==> config.mk <==
export PLATFORM = sky130hd
export DESIGN_NAME = gpe_ports
export DESIGN_NICKNAME = d
export VERILOG_FILES = /design/src/include/gpe_pkg.sv /design/src/rtl/gpe_sync.sv /design/src/rtl/gpe_pin.sv /design/src/rtl/gpe_ports.sv
export VERILOG_INCLUDE_DIRS = /design/src /design/src/include
export SDC_FILE = /design/constraint.sdc
export NUM_CORES = 1
export LEC_CHECK = 0
export BUFFER_PORTS_ARGS = -buffer_cell sky130_fd_sc_hd__buf_4
export CORE_MARGIN = 5
export CORE_UTILIZATION = 45
export DETAILED_ROUTE_END_ITERATION = 8
export PLACE_DENSITY_LB_ADDON = 0.3
export SYNTH_ARGS = -nofsm -noshare
export SYNTH_HDL_FRONTEND = slang
export SYNTH_HIERARCHICAL = 1
export SYNTH_SLANG_ARGS = --single-unit
==> constraint.sdc <==
create_clock -name clk_i -period 3.4 [get_ports clk_i]
set_clock_uncertainty 0.1 [all_clocks]
set_input_delay 0.51 -clock clk_i [delete_from_list [all_inputs] [get_ports clk_i]]
set_output_delay 0.51 -clock clk_i [all_outputs]
set_load 0.02 [all_outputs]
==> src/include/gpe_regs.svh <==
// gpe_regs.svh: register offsets, field widths and reset values for ports c, d and e
// assumes: included by bare name; word-aligned wishbone byte addresses
`ifndef GPE_REGS_SVH
`define GPE_REGS_SVH

// ----------------------------------------
// register indices (byte address = 4 * index)
// ----------------------------------------
`define GPE_IDX_PORT_D_DATA        8'h03
`define GPE_IDX_PORT_E_DATA        8'h08
`define GPE_IDX_PORT_C_PULLUP      8'h0C
`define GPE_IDX_PORT_D_DIRECTION   8'h07
`define GPE_IDX_PORT_D_PULLUP      8'h0D
`define GPE_IDX_PORT_E_DIRECTION   8'h0B
`define GPE_IDX_PERIPH_CTRL        8'h10

// ----------------------------------------
// widths and positions
// ----------------------------------------
`define GPE_C_WIDTH                2
`define GPE_D_WIDTH                7
`define GPE_E_WIDTH                2
`define GPE_D_TIMER_TWO_CH_ZERO    6
`define GPE_D_TIMER_ONE_CH_ONE     5
`define GPE_D_TIMER_ONE_CH_ZERO    4
`define GPE_D_SERIAL_CLOCK         3
`define GPE_D_MOSI                 2
`define GPE_D_MISO                 1
`define GPE_D_SLAVE_SELECT         0
`define GPE_E_RX                   1
`define GPE_E_TX                   0

// periph_ctrl fields
`define GPE_CTRL_SPI_ENABLE        0
`define GPE_CTRL_SPI_MASTER        1
`define GPE_CTRL_UART_ENABLE       2
`define GPE_CTRL_T2C0_ELS          4
`define GPE_CTRL_T1C1_ELS          6
`define GPE_CTRL_T1C0_ELS          8
`define GPE_CTRL_WIDTH             10

// ----------------------------------------
// reset values
// ----------------------------------------
`define GPE_RST_DIRECTION_D        7'h00
`define GPE_RST_DIRECTION_E        2'h0
`define GPE_RST_PULLUP_C           2'h0
`define GPE_RST_PULLUP_D           7'h00
`define GPE_RST_CTRL               10'h000

`endif

==> src/include/gpe_pkg.sv <==
// gpe_pkg.sv: shared types for the port c/d/e block
// assumes: compiled before all rtl files
package gpe_pkg;
  // ----------------------------------------
  // types
  // ----------------------------------------
  typedef logic [7:0] gpe_byte_t;
  typedef enum logic {
    GPE_BUS_IDLE,
    GPE_BUS_ACK
  } gpe_bus_state_e;
endpackage

==> src/rtl/gpe_sync.sv <==
// gpe_sync.sv: two-flop synchroniser for a vector of pin inputs
// assumes: inputs asynchronous to clk_i
`timescale 1ns/1ps
module gpe_sync #(
  parameter int WIDTH = 1
) (
  input  wire logic             clk_i,
  input  wire logic [WIDTH-1:0] async_i,
  output logic      [WIDTH-1:0] sync_o
);
  logic [WIDTH-1:0] meta_reg;

  // ----------------------------------------
  // two stages, first read only by second
  // ----------------------------------------
  always_ff @(posedge clk_i) begin
    meta_reg <= async_i;
    sync_o   <= meta_reg;
  end
endmodule

==> src/rtl/gpe_pin.sv <==
// gpe_pin.sv: one pad's drive and pullup decision
// assumes: all inputs synchronous to the caller's clock
`timescale 1ns/1ps
module gpe_pin (
  input  wire logic gp_dir_i,
  input  wire logic gp_data_i,
  input  wire logic gp_pullup_i,
  input  wire logic periph_own_i,
  input  wire logic periph_oe_i,
  input  wire logic periph_out_i,
  output logic      pin_o,
  output logic      pin_oe_o,
  output logic      pullup_o
);
  // ----------------------------------------
  // peripheral ownership overrides direction
  // ----------------------------------------
  always_comb begin
    pin_oe_o = periph_own_i ? periph_oe_i : gp_dir_i;
    pin_o    = periph_own_i ? periph_out_i : gp_data_i;
    pullup_o = gp_pullup_i & ~pin_oe_o; // pullup dropped while driving
  end
endmodule

==> src/rtl/gpe_ports.sv <==
// gpe_ports.sv: port c pullups, port d and port e with peripheral sharing
// assumes: classic wishbone slave, 32-bit data, one clock, sync active-high reset
`timescale 1ns/1ps
`include "gpe_regs.svh"
module gpe_ports (
  input  wire logic        clk_i,
  input  wire logic        rst_i,
  // wishbone slave
  input  wire logic        cyc_i,
  input  wire logic        stb_i,
  input  wire logic        we_i,
  input  wire logic [9:0]  adr_i,
  input  wire logic [3:0]  sel_i,
  input  wire logic [31:0] dat_i,
  output logic      [31:0] dat_o,
  output logic             ack_o,
  output logic             err_o,
  // port c pullup control
  input  wire logic [1:0]  port_c_direction_i,
  output logic      [1:0]  port_c_pullup_o,
  // port d pads
  input  wire logic [6:0]  port_d_pin_i,
  output logic      [6:0]  port_d_pin_o,
  output logic      [6:0]  port_d_pin_oe_o,
  output logic      [6:0]  port_d_pullup_o,
  // port e pads
  input  wire logic [1:0]  port_e_pin_i,
  output logic      [1:0]  port_e_pin_o,
  output logic      [1:0]  port_e_pin_oe_o,
  // spi side
  input  wire logic        spi_clock_out_i,
  input  wire logic        spi_mosi_out_i,
  input  wire logic        spi_miso_out_i,
  output logic             spi_clock_in_o,
  output logic             spi_mosi_in_o,
  output logic             spi_miso_in_o,
  output logic             spi_slave_select_n_o,
  // timer side
  input  wire logic [2:0]  timer_out_i,
  input  wire logic [2:0]  timer_oe_i,
  output logic      [2:0]  timer_in_o,
  // uart side
  input  wire logic        uart_tx_i,
  output logic             uart_rx_o
);
  // ----------------------------------------
  // storage
  // ----------------------------------------
  logic [6:0]                  port_d_data_reg;
  logic [6:0]                  port_d_direction_reg;
  logic [6:0]                  port_d_pullup_reg;
  logic [1:0]                  port_e_data_reg;
  logic [1:0]                  port_e_direction_reg;
  logic [1:0]                  port_c_pullup_reg;
  logic [`GPE_CTRL_WIDTH-1:0]  ctrl_reg;
  gpe_pkg::gpe_bus_state_e     bus_state_reg;
  logic [6:0]                  d_sync;
  logic [1:0]                  e_sync;
  logic [7:0]                  index;
  logic                        wr_go;
  logic                        rd_go;
  logic                        hit;
  gpe_pkg::gpe_byte_t          rd_byte;
  logic                        spi_on;
  logic                        spi_master;
  logic                        uart_on;
  logic [6:0]                  d_own;
  logic [6:0]                  d_poe;
  logic [6:0]                  d_pout;
  logic [1:0]                  e_own;
  logic [1:0]                  e_poe;
  logic [1:0]                  e_pout;
  logic [2:0]                  timer_claim;

  // ----------------------------------------
  // pin synchronisers
  // ----------------------------------------
  // pins pass two flops before any read
  gpe_sync #(.WIDTH(7)) u_sync_d (
    .clk_i   (clk_i),
    .async_i (port_d_pin_i),
    .sync_o  (d_sync)
  );
  gpe_sync #(.WIDTH(2)) u_sync_e (
    .clk_i   (clk_i),
    .async_i (port_e_pin_i),
    .sync_o  (e_sync)
  );

  // ----------------------------------------
  // bus decode
  // ----------------------------------------
  assign index = adr_i[9:2];
  // a write lands at the edge that also sees ack, with the request still held;
  // a read is captured at the taking edge so its data stands beside ack
  assign wr_go = cyc_i & stb_i & we_i & sel_i[0] & (bus_state_reg == gpe_pkg::GPE_BUS_ACK);
  assign rd_go = cyc_i & stb_i & (bus_state_reg == gpe_pkg::GPE_BUS_IDLE);

  // address hit check
  // mapped indices answer with ack, all others with err
  always_comb begin
    case (index)
      `GPE_IDX_PORT_D_DATA,
      `GPE_IDX_PORT_E_DATA,
      `GPE_IDX_PORT_C_PULLUP,
      `GPE_IDX_PORT_D_DIRECTION,
      `GPE_IDX_PORT_D_PULLUP,
      `GPE_IDX_PORT_E_DIRECTION,
      `GPE_IDX_PERIPH_CTRL: hit = 1'b1;
      default: hit = 1'b0;
    endcase
  end

  // ack/err one cycle after request, then drop
  // the second state keeps a held request from being taken twice
  always_ff @(posedge clk_i) begin
    if (rst_i) begin
      bus_state_reg <= gpe_pkg::GPE_BUS_IDLE;
      ack_o         <= 1'b0;
      err_o         <= 1'b0;
    end else begin
      case (bus_state_reg)
        gpe_pkg::GPE_BUS_IDLE: begin
          ack_o <= rd_go & hit;
          err_o <= rd_go & ~hit;
          if (rd_go) begin
            bus_state_reg <= gpe_pkg::GPE_BUS_ACK;
          end
        end
        gpe_pkg::GPE_BUS_ACK: begin
          ack_o         <= 1'b0;
          err_o         <= 1'b0;
          bus_state_reg <= gpe_pkg::GPE_BUS_IDLE;
        end
        default: begin
          ack_o         <= 1'b0;
          err_o         <= 1'b0;
          bus_state_reg <= gpe_pkg::GPE_BUS_IDLE;
        end
      endcase
    end
  end

  // ----------------------------------------
  // data latches (no reset)
  // ----------------------------------------
  // writes land regardless of direction
  // no reset branch: contents survive a reset
  always_ff @(posedge clk_i) begin
    if (wr_go && index == `GPE_IDX_PORT_D_DATA) begin
      port_d_data_reg <= dat_i[6:0];
    end
    if (wr_go && index == `GPE_IDX_PORT_E_DATA) begin
      port_e_data_reg <= dat_i[1:0];
    end
  end

  // ----------------------------------------
  // direction, pullup and control registers
  // ----------------------------------------
  // reset makes every pin an input
  always_ff @(posedge clk_i) begin
    if (rst_i) begin
      port_d_direction_reg <= `GPE_RST_DIRECTION_D;
      port_e_direction_reg <= `GPE_RST_DIRECTION_E;
    end else if (wr_go && index == `GPE_IDX_PORT_D_DIRECTION) begin
      port_d_direction_reg <= dat_i[6:0];
    end else if (wr_go && index == `GPE_IDX_PORT_E_DIRECTION) begin
      port_e_direction_reg <= dat_i[1:0];
    end
  end

  // pullup enables start disconnected
  always_ff @(posedge clk_i) begin
    if (rst_i) begin
      port_d_pullup_reg <= `GPE_RST_PULLUP_D;
      port_c_pullup_reg <= `GPE_RST_PULLUP_C;
    end else if (wr_go && index == `GPE_IDX_PORT_D_PULLUP) begin
      port_d_pullup_reg <= dat_i[6:0];
    end else if (wr_go && index == `GPE_IDX_PORT_C_PULLUP) begin
      port_c_pullup_reg <= dat_i[1:0];
    end
  end

  // peripheral control; top bits need the second byte lane
  always_ff @(posedge clk_i) begin
    if (rst_i) begin
      ctrl_reg <= `GPE_RST_CTRL;
    end else if (wr_go && index == `GPE_IDX_PERIPH_CTRL) begin
      ctrl_reg[7:0] <= dat_i[7:0];
      if (sel_i[1]) begin
        ctrl_reg[`GPE_CTRL_WIDTH-1:8] <= dat_i[`GPE_CTRL_WIDTH-1:8];
      end
    end
  end

  // ----------------------------------------
  // read mux
  // ----------------------------------------
  // direction picks latch or pin; upper bits zero
  always_comb begin
    rd_byte = 8'h00;
    case (index)
      `GPE_IDX_PORT_D_DATA: rd_byte = {1'b0, (port_d_direction_reg & port_d_data_reg)
                                       | (~port_d_direction_reg & d_sync)};
      `GPE_IDX_PORT_E_DATA: rd_byte = {6'h00, (port_e_direction_reg & port_e_data_reg)
                                       | (~port_e_direction_reg & e_sync)};
      `GPE_IDX_PORT_C_PULLUP:    rd_byte = {6'h00, port_c_pullup_reg};
      `GPE_IDX_PORT_D_DIRECTION: rd_byte = {1'b0, port_d_direction_reg};
      `GPE_IDX_PORT_D_PULLUP:    rd_byte = {1'b0, port_d_pullup_reg};
      `GPE_IDX_PORT_E_DIRECTION: rd_byte = {6'h00, port_e_direction_reg};
      `GPE_IDX_PERIPH_CTRL:      rd_byte = ctrl_reg[7:0];
      default:                   rd_byte = 8'h00;
    endcase
  end

  // read data registered with ack
  always_ff @(posedge clk_i) begin
    if (rst_i) begin
      dat_o <= 32'h0000_0000;
    end else if (rd_go && !we_i) begin
      // control is the only register wider than a byte
      if (index == `GPE_IDX_PERIPH_CTRL) begin
        dat_o <= {22'h000000, ctrl_reg};
      end else begin
        dat_o <= {24'h000000, rd_byte};
      end
    end
  end

  // ----------------------------------------
  // peripheral ownership
  // ----------------------------------------
  assign spi_on     = ctrl_reg[`GPE_CTRL_SPI_ENABLE];
  assign spi_master = ctrl_reg[`GPE_CTRL_SPI_MASTER];
  assign uart_on    = ctrl_reg[`GPE_CTRL_UART_ENABLE];

  // a timer channel claims its pin when either select bit is set
  assign timer_claim[2] = |ctrl_reg[`GPE_CTRL_T2C0_ELS +: 2];
  assign timer_claim[1] = |ctrl_reg[`GPE_CTRL_T1C1_ELS +: 2];
  assign timer_claim[0] = |ctrl_reg[`GPE_CTRL_T1C0_ELS +: 2];

  // ownership and peripheral drive per port d pin
  always_comb begin
    d_own[6] = timer_claim[2];
    d_own[5] = timer_claim[1];
    d_own[4] = timer_claim[0];
    d_own[3] = spi_on;
    d_own[2] = spi_on;
    d_own[1] = spi_on;
    // slave select belongs to the spi only in slave mode
    d_own[0] = spi_on & ~spi_master;
    // drive enables: timers on request, spi by its role
    d_poe[6:4] = timer_oe_i;
    d_poe[3]   = spi_master; // clock driven only as master
    d_poe[2]   = spi_master; // mosi driven only as master
    d_poe[1]   = ~spi_master; // miso driven only as slave
    d_poe[0]   = 1'b0; // slave select always listens
    // drive values while owned
    d_pout[6:4] = timer_out_i;
    d_pout[3]   = spi_clock_out_i;
    d_pout[2]   = spi_mosi_out_i;
    d_pout[1]   = spi_miso_out_i;
    d_pout[0]   = 1'b0;
    // uart: receive pin listens, transmit pin drives
    e_own     = {uart_on, uart_on};
    e_poe[1]  = 1'b0;
    e_poe[0]  = 1'b1;
    e_pout[1] = 1'b0;
    e_pout[0] = uart_tx_i;
  end

  // ----------------------------------------
  // pad logic
  // ----------------------------------------
  genvar gi;
  generate
    for (gi = 0; gi < `GPE_D_WIDTH; gi++) begin : g_d
      gpe_pin u_pin (
        .gp_dir_i     (port_d_direction_reg[gi]),
        .gp_data_i    (port_d_data_reg[gi]),
        .gp_pullup_i  (port_d_pullup_reg[gi]),
        .periph_own_i (d_own[gi]),
        .periph_oe_i  (d_poe[gi]),
        .periph_out_i (d_pout[gi]),
        .pin_o        (port_d_pin_o[gi]),
        .pin_oe_o     (port_d_pin_oe_o[gi]),
        .pullup_o     (port_d_pullup_o[gi])
      );
    end
    // port e has no pullups
    for (gi = 0; gi < `GPE_E_WIDTH; gi++) begin : g_e
      gpe_pin u_pin (
        .gp_dir_i     (port_e_direction_reg[gi]),
        .gp_data_i    (port_e_data_reg[gi]),
        .gp_pullup_i  (1'b0),
        .periph_own_i (e_own[gi]),
        .periph_oe_i  (e_poe[gi]),
        .periph_out_i (e_pout[gi]),
        .pin_o        (port_e_pin_o[gi]),
        .pin_oe_o     (port_e_pin_oe_o[gi]),
        .pullup_o     ()
      );
    end
  endgenerate

  // port c pullup gated by its direction
  assign port_c_pullup_o = port_c_pullup_reg & ~port_c_direction_i;

  // ----------------------------------------
  // inputs to peripherals
  // ----------------------------------------
  assign spi_clock_in_o       = d_sync[`GPE_D_SERIAL_CLOCK];
  assign spi_mosi_in_o        = d_sync[`GPE_D_MOSI];
  assign spi_miso_in_o        = d_sync[`GPE_D_MISO];
  // unowned select and receive idle high
  assign spi_slave_select_n_o = d_own[0] ? d_sync[`GPE_D_SLAVE_SELECT] : 1'b1;
  assign timer_in_o           = d_sync[6:4];
  assign uart_rx_o            = uart_on ? e_sync[`GPE_E_RX] : 1'b1;
endmodule

==> flow_summary.yaml, run 1 <==
setup_path:
  worstPathMaxFanout: 8
  reg2reg_to: "port_e_data_reg[1]"
  cp_data_arrival_time_ns: 1.91
  reg2reg_slack_ns: 1.50
  path_class: "reg2out"
  end_kind: "primary output"
  worst_setup_path_start_kind: "flop"
  endpoint: "port_d_pullup_o[0]"
  ff2ff_path_depth: 3
  cp_data_required_time_ns: 2.79
  cp-startpoint: "ctrl_reg[0]"
  r2r-start: "bus_state_reg"
yosys:
  mappedNetlistArea_um2: 3230
  synth_area_per_cell_um2: 9.27
  yosysWarningCount: 6
  syn_inst: 348
die:
  die_w_um: 94.7
  core_um2: 6870
  die_area_um2: 8960
  start_util_pct: 47.0
  rows: 30
  die_h_um: 94.7
  num_io_pins: 141
place:
  place_hpwl_mm: 6.33
  dp_cells: 525
  io_buffer_count: 92
  gp_congestion: 0.971
grt:
  grt_pass1_wl_mm: 13.6
  grt_util_all_layers_pct: 19.5
  grt_pass1_vias: 2748
  antenna_found_initial: 0
  gr-total-overflow: 0
  grt_max_degree: 41
power_and_ir_drop:
  pwr_density_cell_nw_per_um2: 389
  p_leak_nw: 1.63
  irDropWorstVdd_mv: 0.196
timing:
  finalSetupViolations: 0
  hold_viol: 0
  fin_crit_sh_pct: 74.0
  tightest_slew_ns: 0.683
  tns_ns: 0
  slew_violations: 0
  rsz0062_at_grt: "no"
  fmax_mhz: 397
  fin_crit_ns: 2.52
  slew_headroom_pct: 54.3
min_path:
  hp-class: "in2reg"
route:
  drt_pass1_iterations: 4
  vias: 2819
  drtIter0Drc: 254
  wl_per_cell_um: 15.9
  vias_per_cell: 5.22
  drt_drc_violations_left: 0
  routed_wl_mm: 8.60
  ant_nets: 0
layout:
  multiInputGateArea_um2: 1580
  layout_common_cells: "buf_4, dfxtp_1, a21oi_1"
  syn_to_final_growth_pct: 26.6
  final_nets: 512
  drive_gt1_share_pct: 33.6
  layout_commonest_cell: "buf_4"
  fillers: 623
  n_antenna_cell: 0
  stdcell_count: 540
  seq_area_um2: 1450
clock_network:
  cts_buffer_depth: 2
  cts_buffers: 9
  cts_resized: 0
  cts_tree: "built"
  cts_setup_buffers: 0
  clkTransAtPathRegs_ns: 0.07
  insertion_delay_ns: 0.34
  cts_num_sinks: 68
  htree_levels: 3
  root_buffer: "clkbuf_8"
  cts_hold_buffers: 0
job:
  max_cap_violations: 0
outcome:
  status: "finished clean"
cell type report:
| class | count | area share (%) |
|---|---|---|
| clock buffer | 14 | 4.23 |
| clock inverter | 1 | 0.184 |
| tap | 96 | 2.94 |
| sequential | 68 | 35.5 |
| multi-input combinational | 255 | 38.6 |
| timing repair buffer | 95 | 17.5 |
| inverter | 11 | 1.01 |
critical path, cell delays in order (launching register included):
cell and delay (ns):
dfxtp_1 0.62, inv_1 0.17, nor2_1 0.23, mux2_4 0.34, nor2_2 0.08, buf_4 0.14
stage by stage:
| step | power (mW) | util [%] | instance area, um2 | hold WS (ns) | worst slack, ns |
|---|---|---|---|---|---|
| after floorplan | 0.940 | - | 3320 | 0.210 | 1.01 |
| after global placement | 0.993 | 56.8 | 3900 | 0.210 | 1.01 |
| after detailed placement | 0.994 | 56.8 | 3900 | 0.212 | 0.994 |
| after CTS | 1.60 | 59.5 | 4080 | 0.155 | 0.867 |
| after global routing | 1.65 | 59.5 | 4080 | 0.155 | 0.765 |
| final | 1.59 | 59.5 | 4080 | 0.163 | 0.884 |
worst min path at each step:
stage	start	end	slack, ns	cells past startpoint
global placement	u_sync_d/meta_reg[4]	u_sync_d/sync_o[4]	0.21	0
CTS	port_d_pin_i[6]	u_sync_d/meta_reg[6]	0.16	1
floorplan	u_sync_d/meta_reg[0]	u_sync_d/sync_o[0]	0.21	0
global route	port_d_pin_i[5]	u_sync_d/meta_reg[5]	0.16	1
finish	port_d_pin_i[6]	u_sync_d/meta_reg[6]	0.16	1
detailed placement	u_sync_d/meta_reg[0]	u_sync_d/sync_o[0]	0.21	0
power breakdown:
group | internal (mW) | total, mW | switching, mW
Sequential | 0.828 | 0.834 | 0.00563
Combinational | 0.0577 | 0.144 | 0.0866
Clock | 0.321 | 0.609 | 0.288
metal layers:
metal | up-vias | share of wire [%] | global-route usage (%)
met5 | - | 0 | 0
met4 | 0 | 1.4 | 6.73
met3 | 16 | 8.6 | 4.14
met2 | 121 | 46 | 30.1
met1 | 1299 | 44 | 27.0
li1 | 1383 | - | -
Power figures use the tool's default switching activity.
==> run 2: changes to the inputs <==
--- a/config.mk
+++ b/config.mk
@@ -8,7 +8,7 @@
 export LEC_CHECK = 0
 export BUFFER_PORTS_ARGS = -buffer_cell sky130_fd_sc_hd__buf_4
 export CORE_MARGIN = 5
-export CORE_UTILIZATION = 45
+export CORE_UTILIZATION = 43
 export DETAILED_ROUTE_END_ITERATION = 8
 export PLACE_DENSITY_LB_ADDON = 0.3
 export SYNTH_ARGS = -nofsm -noshare
==> constraint.sdc (replaced) <==
create_clock -name clk_i -period 2.26 [get_ports clk_i]
set_clock_uncertainty 0.1 [all_clocks]
set_input_delay 0.339 -clock clk_i [delete_from_list [all_inputs] [get_ports clk_i]]
set_output_delay 0.339 -clock clk_i [all_outputs]
set_load 0.02 [all_outputs]
==> run 2 against run 1 <==
  * The flow now finishes with violations (DRC)
  * Utilization decreased by 1.4 points
  * Flip-flop and latch count unchanged
  * Total power grew 52%
  * Wire length grew 2.5%
  * Setup slack got worse by 0.62 ns
  * Die area increased by 4.2%
  * Non-clock buffer count is 14 higher
  * Critical endpoint is now port_d_pullup_o[4]
  * Highest routed layer unchanged
==> flow_summary.yaml, run 2 (same netlist as run 1, synthesis figures left out) <==
outcome:
  status: "finished, violations left"
  failed_checks: "DRC"
place:
  place_hpwl_mm: 6.46
  io_buffer_count: 92
  dpl_cell_area_um2: 3960
  gp_congestion: 0.962
power_and_ir_drop:
  switching_share_pct: 25.2
  pwr_density_cell_nw_per_um2: 571
  irDropWorstVdd_mv: 0.304
  power_frac_comb_pct: 9.6
  seq_power_share_pct: 51.9
  power.share.clock_pct: 38.5
  internal_power_mw: 1.81
  p_leak_nw: 1.70
  p_switching_mw: 0.608
clock_network:
  cts_num_sinks: 68
  cts_buffers: 9
  htree_levels: 3
  clkTransAtPathRegs_ns: 0.08
  cts_buffer_depth: 2
  cts_tree: "built"
  root_buffer: "clkbuf_8"
  insertion_delay_ns: 0.33
  cts_setup_buffers: 0
setup_path:
  path_class: "reg2out"
  worst_setup_path_start_kind: "flop"
  worstPathMaxFanout: 3
  end_kind: "primary output"
  path_delay_family: "simple AND/OR/NAND/NOR gates"
  reg2reg_slack_ns: 0.34
  cp_slowest_cell: "or2_2"
  ff2ff_path_depth: 3
  crit_chain: "or2_2, mux2_4, nor2_2, buf_4"
  crit_buf_inv: 1
  cp_data_arrival_time_ns: 1.56
  reg2reg_to: "port_e_data_reg[1]"
  cp_data_required_time_ns: 1.82
  r2r-start: "bus_state_reg"
  max_stage_delay_ns: 0.35
grt:
  grt_pass1_wl_mm: 14.3
  grt_pass1_vias: 2783
  antenna_found_initial: 0
  gr-total-overflow: 0
  grt_util_all_layers_pct: 18.5
  grt_max_degree: 41
layout:
  layout_common_cells: "buf_4, dfxtp_1, a21oi_1"
  drive_gt1_share_pct: 34.0
  n_antenna_cell: 0
  layout_commonest_cell: "buf_4"
  final_nets: 526
  fin_area_um2: 4240
  fin_util_pct: 58.1
  syn_to_final_growth_pct: 31.3
die:
  num_io_pins: 141
  die_h_um: 96.6
  rows: 31
  die_w_um: 96.6
  die_area_um2: 9340
  start_util_pct: 44.3
  core_um2: 7290
route:
  vias_per_cell: 5.19
  vias: 2895
  drt_drc_violations_left: 1
  drtIter0Drc: 245
  wl_per_cell_um: 15.8
  ant_nets: 0
  drt_pass1_iterations: 7
  routed_wl_mm: 8.82
timing:
  fin_crit_sh_pct: 88.3
  tns_ns: 0
  finalSetupViolations: 0
  rsz0062_at_grt: "no"
  fmax_mhz: 501
  slew_violations: 0
  fin_crit_ns: 1.99
  hold_viol: 0
min_path:
  whs_endpoint: "port_d_data_reg[6]"
  hp-class: "in2reg"
  hold_depth: 1
  min_from: "dat_i[6]"
job:
  max_cap_violations: 0
run 2: how the worst max path moves through the flow:
stage	startpoint	end	cells past startpoint
floorplan	we_i	port_d_data_reg[0]	5
global placement	adr_i[2]	dat_o[6]	6
detailed placement	adr_i[2]	dat_o[5]	6
CTS	ctrl_reg[9]	port_d_pullup_o[4]	4
global route	bus_state_reg	port_e_data_reg[1]	3
finish	ctrl_reg[9]	port_d_pullup_o[4]	4
run 2: worst register-to-register path, cell delays in order, from the launching register on:
cell	delay [ns]
dfxtp_1	0.36
and4_1	0.33
nand2_1	0.30
nor4_1	0.50
run 2: power groups by stage:
stage	combinational, mW	sequential [mW]	clock, mW
3_3_place_gp	0.215	1.28	0
3_5_place_dp	0.218	1.28	0
2_1_floorplan	0.121	1.29	0
5_1_grt	0.252	1.26	1.01
4_1_cts	0.228	1.25	0.952
6_report	0.232	1.25	0.931
run 2: layout make-up:
cell class	instances	area (um2)
clock buffer	11	153
clock inverter	5	35.0
fill	682	3060
inverter	11	41.3
multi-input combinational	255	1580
sequential	68	1450
tap	99	124
timing repair buffer	109	853
run 2: through the flow:
| step | power [mW] | setup slack, ns | instances | hold WS [ns] |
|---|---|---|---|---|
| detailed placement | 1.50 | 0.190 | 533 | 0.214 |
| finish | 2.42 | 0.265 | 558 | 0.117 |
| CTS | 2.43 | 0.257 | 556 | 0.00107 |
| floorplan | 1.41 | 0.0422 | 373 | 0.210 |
| global placement | 1.50 | 0.266 | 533 | 0.210 |
| global route | 2.52 | 0.171 | 558 | 0.0887 |
run 2: metal layers:
layer	vias up	GRT usage (%)	part of all wire [%]	wire length, um
li1	1417	-	-	-
met1	1361	24.5	45	3940
met2	109	29.8	48	4210
met3	8	5.61	6.8	600
met4	0	3.89	0.82	72
met5	-	0	0	0
run 2: timing repair:
item	CTS	global route
hold buffers	7	2
gates resized for setup	0	0
endpoints found under the hold margin	7	2
